File: src/nvm_program_control_regs.vh
/*
 register offsets, field positions, reset values and timing counts for the
 nonvolatile memory programming control block.
 assumes: included by the block's design files only.
*/
`ifndef NVM_PROGRAM_CONTROL_REGS_VH
`define NVM_PROGRAM_CONTROL_REGS_VH

// register offsets on the plain register port
`define OFS_NVM_PROGRAM_CONTROL   2'h0
`define OFS_PROGRAM_MEMORY_CTRL   2'h1
`define OFS_BLOCK_PROTECT         2'h2
`define OFS_OPTION_SELECT         2'h3

// nvm_program_control fields
`define NPC_VOLT      0
`define NPC_DLAT      1
`define NPC_ERASE     2
`define NPC_ROW       3
`define NPC_BYTE      4
`define NPC_PLAT      5
`define NPC_EVEN      6
`define NPC_ODD       7

// program_memory_program_control fields
`define PMC_PGM       0
`define PMC_TEST_LO   1
`define PMC_TEST_HI   2
`define PMC_EXTRA_ROWS_SELECT     3
`define PMC_EXTRA_COLUMNS_SELECT     4
`define PMC_PLAT      5
`define PMC_MBE       7

// data_memory_block_protect fields
`define BP_BLOCKS_HI  3
`define BP_CFG        4
`define BP_MASK       8'h1F

// option select register field
`define OPT_CHARGE_PUMP_CLOCK_SELECT      0

// reset values
`define NPC_RESET     8'h00
`define PMC_RESET     8'h00
`define BP_RESET      8'h1F

// block protect write window after reset, in E-clock cycles
`define BP_WINDOW_CYCLES 7'd64

// data memory block bounds, 512-byte layout
`define DM_BASE_512   16'hB600
`define DM_B1_512     16'hB620
`define DM_B2_512     16'hB660
`define DM_B3_512     16'hB6E0
`define DM_END_512    16'hB7FF

// config register address and 2048-byte layout block offset
`define CONFIG_ADDR   16'h103F
`define DM_OFS_2K     4'h8

`endif

File: src/nvm_program_control.v
/*
 programming control for program memory and data memory: the combined
 control register, the separate program memory register, the block
 protect register with its post-reset window, and the voltage enable
 sequence.
 assumes: one clock (E clock), async active-low reset, mode inputs from
 the same clock domain, memory writes reported on mem_wr/mem_addr.
*/
// Added by the designer: the address map and the plain strobed port.
`timescale 1ns/1ps
`default_nettype none
`include "nvm_program_control_regs.vh"

// Contract
// - program latch set: memory writes latch address and data, reads blocked.
// - program latch always readable; writes ignored while voltage enable set.
// - combined register: one voltage enable; both latches never set together.
// - voltage enable readable; writable only while a latch bit is set.
// - voltage enable 1 connects programming voltage, 0 disconnects it.
// - multi-byte enable makes address bit 5 don't-care when programming.
// - multi-byte enable reads 0 in normal modes, writable only in special.
// - extra columns: user array off, address 13:5 decoded, special modes only.
// - extra rows: user array off, address 7:0 decoded, special modes only.
// - test select 00 normal, 01 reserved, 10 gate, 11 drain stress.
// - separate register voltage enable writable only while its latch is set.
// - erased bits read 1; programming 1 keeps bit, programming 0 clears.
// - control register always accessible; data latch clear means ROM-like reads.
// - charge pump clocked by E clock when select is 0, RC when 1.
// - voltage only after latch write, memory write, then both-bits write; the program latch path needs no memory write first.
// - one write setting data latch and voltage enable leaves both clear.
// - protect bits set at reset; clear only in first 64 cycles, normal modes.
// - test or bootstrap modes: block protect writable repeatedly.
// - protect bits 7:5 read 0; config protect blocks config programming.
// - each of protect bits 3:0 guards its block of the 512-byte array.
// - 2048-byte variant: four 512-byte quarters, top nibble from base select.
// - data latch set: buses set up for programming or erase, reads blocked.
// - erase: byte overrides row; 00 bulk, 01 16-byte row, 1x single byte.
module nvm_program_control #(
   parameter LARGE_ARRAY = 0
) (
   input  wire        clk,
   input  wire        resetn,
   input  wire [1:0]  reg_addr,
   input  wire [7:0]  reg_wdata,
   input  wire        reg_wr,
   input  wire        reg_rd,
   output reg  [7:0]  reg_rdata,
   input  wire        special_mode,
   input  wire [3:0]  data_memory_base_select,
   input  wire        mem_wr,
   input  wire [15:0] mem_addr,
   input  wire [7:0]  mem_wdata,
   output wire        program_read_block,
   output wire        data_read_block,
   output wire        program_voltage_on,
   output wire        data_voltage_on,
   output wire        program_array_voltage_on,
   output reg  [15:0] latched_addr,
   output reg  [7:0]  latched_data,
   output reg         latched_valid,
   output wire        latched_addr5_dont_care,
   output wire        user_array_disable,
   output wire [13:0] array_addr_mask,
   output wire [1:0]  test_stress_select,
   output wire [1:0]  erase_kind,
   output wire        erase_mode,
   output wire        charge_pump_clock_select,
   output wire        program_blocked
);
   localparam [1:0] ERASE_BULK = 2'h0;
   localparam [1:0] ERASE_ROW  = 2'h1;
   localparam [1:0] ERASE_BYTE = 2'h2;

   // data memory voltage sequence
   localparam [1:0] SEQ_IDLE    = 2'h0;
   localparam [1:0] SEQ_LATCHED = 2'h1;
   localparam [1:0] SEQ_ARMED   = 2'h2;
   localparam [1:0] SEQ_ON      = 2'h3;

   localparam [7:0] BP_RESET_FULL = `BP_RESET;

   reg  [7:0] npc_r;
   reg  [7:0] pmc_r;
   reg  [4:0] bp_r;
   reg        charge_pump_clock_select_r;
   reg  [6:0] win_cnt_r;
   reg  [1:0] seq_r;
   reg  [1:0] seq_nxt;
   reg  [7:0] npc_nxt;
   reg  [7:0] pmc_nxt;
   wire       win_open;
   wire       dm_in_array;
   wire       dm_protected;
   wire       cfg_hit;
   wire       wr_npc;
   wire       wr_pmc;
   wire       wr_bp;
   wire       seq_ok;
   wire       dm_prot_latched;

   assign wr_npc   = reg_wr && reg_addr == `OFS_NVM_PROGRAM_CONTROL;
   assign wr_pmc   = reg_wr && reg_addr == `OFS_PROGRAM_MEMORY_CTRL;
   assign wr_bp    = reg_wr && reg_addr == `OFS_BLOCK_PROTECT;
   assign win_open = win_cnt_r < `BP_WINDOW_CYCLES;
   assign cfg_hit  = mem_addr == `CONFIG_ADDR;
   assign seq_ok   = seq_r == SEQ_ARMED || seq_r == SEQ_ON;

   block_protect_decode #(
      .LARGE_ARRAY (LARGE_ARRAY)
   ) u_decode (
      .addr               (mem_addr),
      .base_select        (data_memory_base_select),
      .block_protect_bits (bp_r[`BP_BLOCKS_HI:0]),
      .in_array           (dm_in_array),
      .protected_hit      (dm_protected)
   );

   // combined control register next value
   always @* begin
      npc_nxt = npc_r;
      if (wr_npc) begin
         npc_nxt[`NPC_ODD]   = reg_wdata[`NPC_ODD];
         npc_nxt[`NPC_EVEN]  = reg_wdata[`NPC_EVEN];
         npc_nxt[`NPC_BYTE]  = reg_wdata[`NPC_BYTE];
         npc_nxt[`NPC_ROW]   = reg_wdata[`NPC_ROW];
         npc_nxt[`NPC_ERASE] = reg_wdata[`NPC_ERASE];
         if (!npc_r[`NPC_VOLT]) begin
            npc_nxt[`NPC_PLAT] = reg_wdata[`NPC_PLAT];
            npc_nxt[`NPC_DLAT] = reg_wdata[`NPC_DLAT];
         end
         // latches exclusive: a write asking for both leaves both latch bits unchanged
         if (npc_nxt[`NPC_PLAT] && npc_nxt[`NPC_DLAT]) begin
            npc_nxt[`NPC_PLAT] = npc_r[`NPC_PLAT];
            npc_nxt[`NPC_DLAT] = npc_r[`NPC_DLAT];
         end
         if (npc_r[`NPC_PLAT] || npc_r[`NPC_DLAT])
            npc_nxt[`NPC_VOLT] = reg_wdata[`NPC_VOLT];
         // data path voltage needs the armed sequence
         if (reg_wdata[`NPC_VOLT] && npc_r[`NPC_DLAT] && !seq_ok)
            npc_nxt[`NPC_VOLT] = 1'b0;
         if (reg_wdata[`NPC_DLAT] && reg_wdata[`NPC_VOLT] && !npc_r[`NPC_DLAT]) begin
            npc_nxt[`NPC_DLAT] = 1'b0;
            npc_nxt[`NPC_VOLT] = 1'b0;
         end
      end
   end

   // latch write, then a valid data or config write, then voltage
   always @* begin
      seq_nxt = seq_r;
      case (seq_r)
         SEQ_IDLE: begin
            if (wr_npc && npc_nxt[`NPC_DLAT] && !npc_nxt[`NPC_VOLT])
               seq_nxt = SEQ_LATCHED;
         end
         SEQ_LATCHED: begin
            if (mem_wr && !npc_r[`NPC_VOLT] && (dm_in_array || cfg_hit))
               seq_nxt = SEQ_ARMED;
         end
         SEQ_ARMED: begin
            if (wr_npc && npc_nxt[`NPC_VOLT])
               seq_nxt = SEQ_ON;
            else if (wr_npc)
               seq_nxt = SEQ_LATCHED;
         end
         SEQ_ON: begin
            // voltage off needs a fresh memory write before the next enable
            if (wr_npc && !npc_nxt[`NPC_VOLT])
               seq_nxt = SEQ_LATCHED;
         end
         default: begin
            seq_nxt = SEQ_IDLE;
         end
      endcase
      if (!npc_nxt[`NPC_DLAT])
         seq_nxt = SEQ_IDLE;
   end

   // separate program memory register next value
   always @* begin
      pmc_nxt = pmc_r;
      if (wr_pmc) begin
         if (!pmc_r[`PMC_PGM])
            pmc_nxt[`PMC_PLAT] = reg_wdata[`PMC_PLAT];
         if (pmc_r[`PMC_PLAT])
            pmc_nxt[`PMC_PGM] = reg_wdata[`PMC_PGM];
         if (special_mode) begin
            pmc_nxt[`PMC_MBE]     = reg_wdata[`PMC_MBE];
            pmc_nxt[`PMC_EXTRA_COLUMNS_SELECT]   = reg_wdata[`PMC_EXTRA_COLUMNS_SELECT];
            pmc_nxt[`PMC_EXTRA_ROWS_SELECT]   = reg_wdata[`PMC_EXTRA_ROWS_SELECT];
            pmc_nxt[`PMC_TEST_HI] = reg_wdata[`PMC_TEST_HI];
            pmc_nxt[`PMC_TEST_LO] = reg_wdata[`PMC_TEST_LO];
         end
      end
   end

   always @(posedge clk or negedge resetn) begin
      if (!resetn) begin
         npc_r     <= `NPC_RESET;
         pmc_r     <= `PMC_RESET;
         bp_r      <= BP_RESET_FULL[4:0];
         charge_pump_clock_select_r    <= 1'b0;
         win_cnt_r <= 7'h00;
         seq_r     <= SEQ_IDLE;
      end else begin
         npc_r  <= npc_nxt;
         pmc_r  <= pmc_nxt;
         if (reg_wr && reg_addr == `OFS_OPTION_SELECT)
            charge_pump_clock_select_r <= reg_wdata[`OPT_CHARGE_PUMP_CLOCK_SELECT];
         if (win_open)
            win_cnt_r <= win_cnt_r + 7'h01;
         if (wr_bp) begin
            if (special_mode || win_open)
               bp_r <= reg_wdata[4:0];
            else
               bp_r <= bp_r | reg_wdata[4:0];
         end
         seq_r  <= seq_nxt;
      end
   end

   // memory write capture while a latch is set
   always @(posedge clk or negedge resetn) begin
      if (!resetn) begin
         latched_addr  <= 16'h0000;
         latched_data  <= 8'hFF;
         latched_valid <= 1'b0;
      end else begin
         if (mem_wr && (program_read_block || data_read_block) && !program_voltage_on) begin
            latched_addr  <= mem_addr;
            latched_data  <= mem_wdata;
            latched_valid <= 1'b1;
         end else if (!program_read_block && !data_read_block) begin
            latched_valid <= 1'b0;
         end
      end
   end

   // register read port, data one cycle after the strobe
   always @(posedge clk or negedge resetn) begin
      if (!resetn) begin
         reg_rdata <= 8'h00;
      end else if (reg_rd) begin
         case (reg_addr)
            `OFS_NVM_PROGRAM_CONTROL: reg_rdata <= npc_r;
            `OFS_PROGRAM_MEMORY_CTRL:
               reg_rdata <= special_mode ? pmc_r
                            : (pmc_r & 8'h21);
            `OFS_BLOCK_PROTECT: reg_rdata <= {3'h0, bp_r};
            `OFS_OPTION_SELECT: reg_rdata <= {7'h00, charge_pump_clock_select_r};
            default: reg_rdata <= 8'h00;
         endcase
      end else begin
         reg_rdata <= 8'h00;
      end
   end

   assign program_read_block = LARGE_ARRAY != 0 ? pmc_r[`PMC_PLAT]
                               : npc_r[`NPC_PLAT];
   assign data_read_block    = npc_r[`NPC_DLAT];
   assign program_voltage_on = npc_r[`NPC_VOLT];
   assign data_voltage_on    = npc_r[`NPC_VOLT] & npc_r[`NPC_DLAT];
   assign program_array_voltage_on = pmc_r[`PMC_PGM];
   assign latched_addr5_dont_care  = pmc_r[`PMC_MBE] & special_mode;
   assign user_array_disable = special_mode & (pmc_r[`PMC_EXTRA_COLUMNS_SELECT] | pmc_r[`PMC_EXTRA_ROWS_SELECT]);
   assign array_addr_mask = !special_mode ? 14'h3FFF
                            : pmc_r[`PMC_EXTRA_COLUMNS_SELECT] ? 14'h3FE0
                            : pmc_r[`PMC_EXTRA_ROWS_SELECT] ? 14'h00FF
                            : latched_addr5_dont_care ? 14'h3FDF : 14'h3FFF;
   assign test_stress_select = special_mode ?
                               {pmc_r[`PMC_TEST_HI], pmc_r[`PMC_TEST_LO]} : 2'h0;
   assign erase_mode = npc_r[`NPC_ERASE] & npc_r[`NPC_DLAT];
   assign erase_kind = npc_r[`NPC_BYTE] ? ERASE_BYTE
                       : npc_r[`NPC_ROW] ? ERASE_ROW : ERASE_BULK;
   assign charge_pump_clock_select = charge_pump_clock_select_r;
   assign program_blocked = latched_valid && npc_r[`NPC_DLAT] &&
                            (latched_addr == `CONFIG_ADDR ? bp_r[`BP_CFG]
                             : dm_prot_latched);

   block_protect_decode #(
      .LARGE_ARRAY (LARGE_ARRAY)
   ) u_decode_latched (
      .addr               (latched_addr),
      .base_select        (data_memory_base_select),
      .block_protect_bits (bp_r[`BP_BLOCKS_HI:0]),
      .in_array           (),
      .protected_hit      (dm_prot_latched)
   );
endmodule // nvm_program_control

`default_nettype wire

File: src/block_protect_decode.v
/*
 maps a data memory address to its protecting block and reports whether
 that block is write protected.
 assumes: combinational use by the control block on the same clock.
*/
`timescale 1ns/1ps
`default_nettype none
`include "nvm_program_control_regs.vh"

module block_protect_decode #(
   parameter LARGE_ARRAY = 0
) (
   input  wire [15:0] addr,
   input  wire [3:0]  base_select,
   input  wire [3:0]  block_protect_bits,
   output reg         in_array,
   output reg         protected_hit
);
   reg [1:0] blk;

   always @* begin
      blk      = 2'h0;
      in_array = 1'b0;
      if (LARGE_ARRAY != 0) begin
         // four 512-byte quarters, top nibble from base select
         if (addr[15:12] == base_select && addr[11]) begin
            in_array = 1'b1;
            blk      = addr[10:9];
         end
      end else begin
         if (addr >= `DM_BASE_512 && addr <= `DM_END_512) begin
            in_array = 1'b1;
            if (addr < `DM_B1_512)
               blk = 2'h0;
            else if (addr < `DM_B2_512)
               blk = 2'h1;
            else if (addr < `DM_B3_512)
               blk = 2'h2;
            else
               blk = 2'h3;
         end
      end
      protected_hit = in_array & block_protect_bits[blk];
   end
endmodule // block_protect_decode

`default_nettype wire

File: config.mk
export PLATFORM = sky130hd
export DESIGN_NAME = nvm_program_control
export DESIGN_NICKNAME = d
export VERILOG_FILES = /design/src/nvm_program_control.v /design/src/block_protect_decode.v
export VERILOG_INCLUDE_DIRS = /design/src
export SDC_FILE = /design/constraint.sdc
export NUM_CORES = 1
export LEC_CHECK = 0
export CAP_MARGIN = 20
export CORE_UTILIZATION = 35
export CTS_CLUSTER_SIZE = 8
export DETAILED_ROUTE_END_ITERATION = 10
export DONT_BUFFER_PORTS = 1
export GPL_TIMING_DRIVEN = 0
export HOLD_SLACK_MARGIN = 0.08
export PLACE_DENSITY = 0.6
export SYNTH_ARGS = -nofsm -noshare
export SYNTH_HDL_FRONTEND = slang
export SYNTH_SLANG_ARGS = --single-unit
export TNS_END_PERCENT = 5
File: constraint.sdc
create_clock -name clk -period 1.9 [get_ports clk]
set_clock_uncertainty 0.05 [all_clocks]
set_input_delay 0.38 -clock clk [delete_from_list [all_inputs] [get_ports clk]]
set_output_delay 0.38 -clock clk [all_outputs]
set_load 0.02 [all_outputs]
==> reports/qor.yml <==
sta:
  setup_viol: 3
  fmax_mhz: 407
  post-route-min-period_ps: 2460
  final-max-slew-violation-count: 0
  tightest_slew_ps: 607
  setup_ws_ps: -555
  hold_viol: 0
  fin_crit_sh_pct: 129
  rsz0062_at_grt: "true"
  slew_headroom_pct: 59.1
grt:
  grt_max_degree: 64
  grt_pass1_wl_um: 10700
  grt_pass1_vias: 1976
  antenna_found_initial: 0
  grt_usage_pct: 16.0
  grt-ovfl-total: 0
synthesis:
  synthCells: 268
  async_flop_share_pct: 100
  yosysUniqueCellTypes: 49
  netlist_top_cells_count: "dfrtp_1 (50), nand2_1 (34), mux2_2 (32)"
  ys.warnings.count: 0
  avgSynthCellArea_um2: 11.5
  synth_edf_count: 0
  yosys.area.top_type_share_pct: 40.7
  ys_seq_elements: 63
  synth_area_leaders: "dfrtp_1 (41%), mux2_2 (12%), dfstp_2 (11%), nand2_1 (4.2%), buf_4 (3.2%)"
  synth_ff_type: "dfrtp_1"
  synth.largest_area_cell: "dfrtp_1"
  synth_area_um2: 3070
  yosysMostFrequentCell: "dfrtp_1"
  yosysSeqAreaShare_pct: 51.8
clocking:
  postCtsSetupBuffers: 0
  clockBufferDepth: 2
  numCtsBuffers: 9
  clkLatencyLatePin_ps: 340
  cts_tree: "built"
  cts.reportedPaths.clkPinSlew_ps: 70
  cts_num_sinks: 63
  cts-htree-levels: 3
  cts_root_buffer: "clkbuf_8"
floorplan:
  dieArea_um2: 9160
  coreArea_um2: 8340
  rows: 33
  die_x_um: 95.7
  start_util_pct: 36.9
  die_h_um: 95.7
  io_pins: 105
placed_design:
  dp_hpwl_um: 4990
  place_congestion: 0.786
  place.port_buffers: 0
power_and_ir_drop:
  power_frac_seq_pct: 52.7
  combPwrFrac_pct: 22.5
  ir_drop_mv: 0.501
  power.share.clock_pct: 24.7
  power_density_nw_per_um2: 1440
  p_int_mw: 3.16
  switching_share_pct: 37.3
  p_sw_mw: 1.88
  total_power_mw: 5.05
  p_leak_nw: 1.47
final_layout:
  area_growth_pct: 13.9
  drive_above_1_share_pct: 33.1
  num_antenna_cells: 0
  nFillCells: 800
  final_nets: 332
  post-route-util_pct: 42.0
setup_path:
  startpoint_type: "flop"
  crit_arrival_ps: 2030
  endpoint_kind: "output pin"
  critPathMaxFanout: 4
  crit_type: "flop to output pin"
  rrSetupSlack_ps: -10
  worstPathRequired_ps: 1470
run:
  max_cap_viol_count: 0
detailed_routing:
  vias: 2076
  routed_wl_um: 7060
  ant_nets: 0
  viasPerCell: 5.30
  drc_errors: 0
  first_pass_iters: 4
  first_iter_violations: 82
  drt-wirelength-per-cell_um: 18.0
run_status:
  outcome: "finished with violations"
  violations: "negative setup slack"
hold_path:
  hold_path_class: "input port to flop"
state kept, by name, indices dropped and copies added, names as in the netlist:
signal                    flops
bp_r                          5
npc_r                         8
latched_addr                 16
seq_r                         2
latched_valid                 1
pmc_r                         7
win_cnt_r                     7
charge_pump_clock_select      1
reg_rdata                     8
latched_data                  8
critical path: stages (launching register included):
cell      delay [ps]
dfrtp_2          470
or3b_4           440
o31ai_2          180
nand3_1          120
a311oi_2         320
o31ai_4          160
layout by cell type (no fill, tap or decap), types with 3 or more instances in the layout:
cell type and count:
dfrtp_1 45, nand2_1 34, mux2_2 32, buf_4 15, dfstp_2 13, nand3_1 10
o21ai_0 10, and2_1 10, clkbuf_8 9, mux2i_1 8, nor2_1 8, ha_1 6
inv_1 5, nor3_1 5, nand4_1 5, a22o_1 5, dfrtp_2 5, clkbuf_1 4
nor2b_1 4, xnor2_1 4, nand2b_1 3, a21oi_1 3
power groups by stage:
stage	sequential [mW]	clock [mW]	combinational (mW)
5_1_grt	2.73	1.34	1.24
4_1_cts	2.67	1.28	1.15
2_1_floorplan	2.53	0	0.944
3_3_place_gp	2.68	0	1.06
3_5_place_dp	2.69	0	1.08
6_report	2.66	1.25	1.14
what timing repair did:
action / CTS / global route
hold buffers: 2 / 0
hold endpoints to repair: 63 / 0
cloned: 0 / 0
pin swaps: 5 / 0
gates resized for setup: 7 / 1
setup endpoints to repair: 22 / 18
kinds of logic after synthesis:
| group | count (synthesis) | synth area share [%] |
|---|---|---|
| buffers and inverters | 25 | 5.29 |
| other | 1 | 0.122 |
| and+or+nand+nor | 96 | 16.8 |
| muxes | 41 | 15.1 |
| DFF | 63 | 51.8 |
| xor gates and xnor gates | 6 | 1.71 |
| adders and majority gates | 6 | 2.44 |
| AOI/OAI and AO/OA | 30 | 6.80 |
final cells by class:
class | instances | area, µm² | area share, %
Timing Repair Buffer | 2 | 37.5 | 1.07
Clock buffer | 12 | 135 | 3.86
Inverter | 5 | 18.8 | 0.536
Sequential cell | 63 | 1600 | 45.7
Tap cell | 105 | 131 | 3.75
Buffer | 20 | 149 | 4.25
Clock inverter | 4 | 70.1 | 2.00
Multi-Input combinational cell | 181 | 1360 | 38.9
worst paths after layout:
check	startpoint	to	cells after the start
setup / recovery	latched_addr[14]$_DFFE_PN0P_	program_blocked	5
hold / removal	reg_wdata[6]	npc_r[6]$_DFFE_PN0P_	2
setup reg to reg	npc_r[0]$_DFF_PN0_	seq_r[0]$_DFFE_PN0P_	6
hold reg to reg	win_cnt_r[5]$_DFFE_PN0N_	win_cnt_r[5]$_DFFE_PN0N_	1
max in group asynchronous	resetn	latched_data[0]$_DFFE_PN1P_	2
min in group asynchronous	resetn	latched_addr[1]$_DFFE_PN0P_	2
through the flow:
| step | worst slack, ps | cell area, µm² | hold slack [ps] | std cells | setup TNS [ps] |
|---|---|---|---|---|---|
| after CTS | -584 | 3500 | 84.9 | 392 | -616 |
| after floorplan | -133 | 3100 | 34.4 | 269 | -133 |
| final | -555 | 3500 | 91.6 | 392 | -561 |
| after global placement | -321 | 3240 | 35.7 | 374 | -5770 |
| after detailed placement | -346 | 3240 | 36.0 | 374 | -5960 |
| after global routing | -659 | 3500 | 90.6 | 392 | -1350 |
per-layer routing:
layer | up-vias | part of all wire (%) | global-route usage, %
met5 | - | 0 | 0
li1 | 966 | - | -
met3 | 11 | 7.1 | 6.48
met2 | 70 | 48 | 24.6
met4 | 0 | 1.8 | 7.09
met1 | 1029 | 43 | 19.8
(Power assumes the default switching activity.)
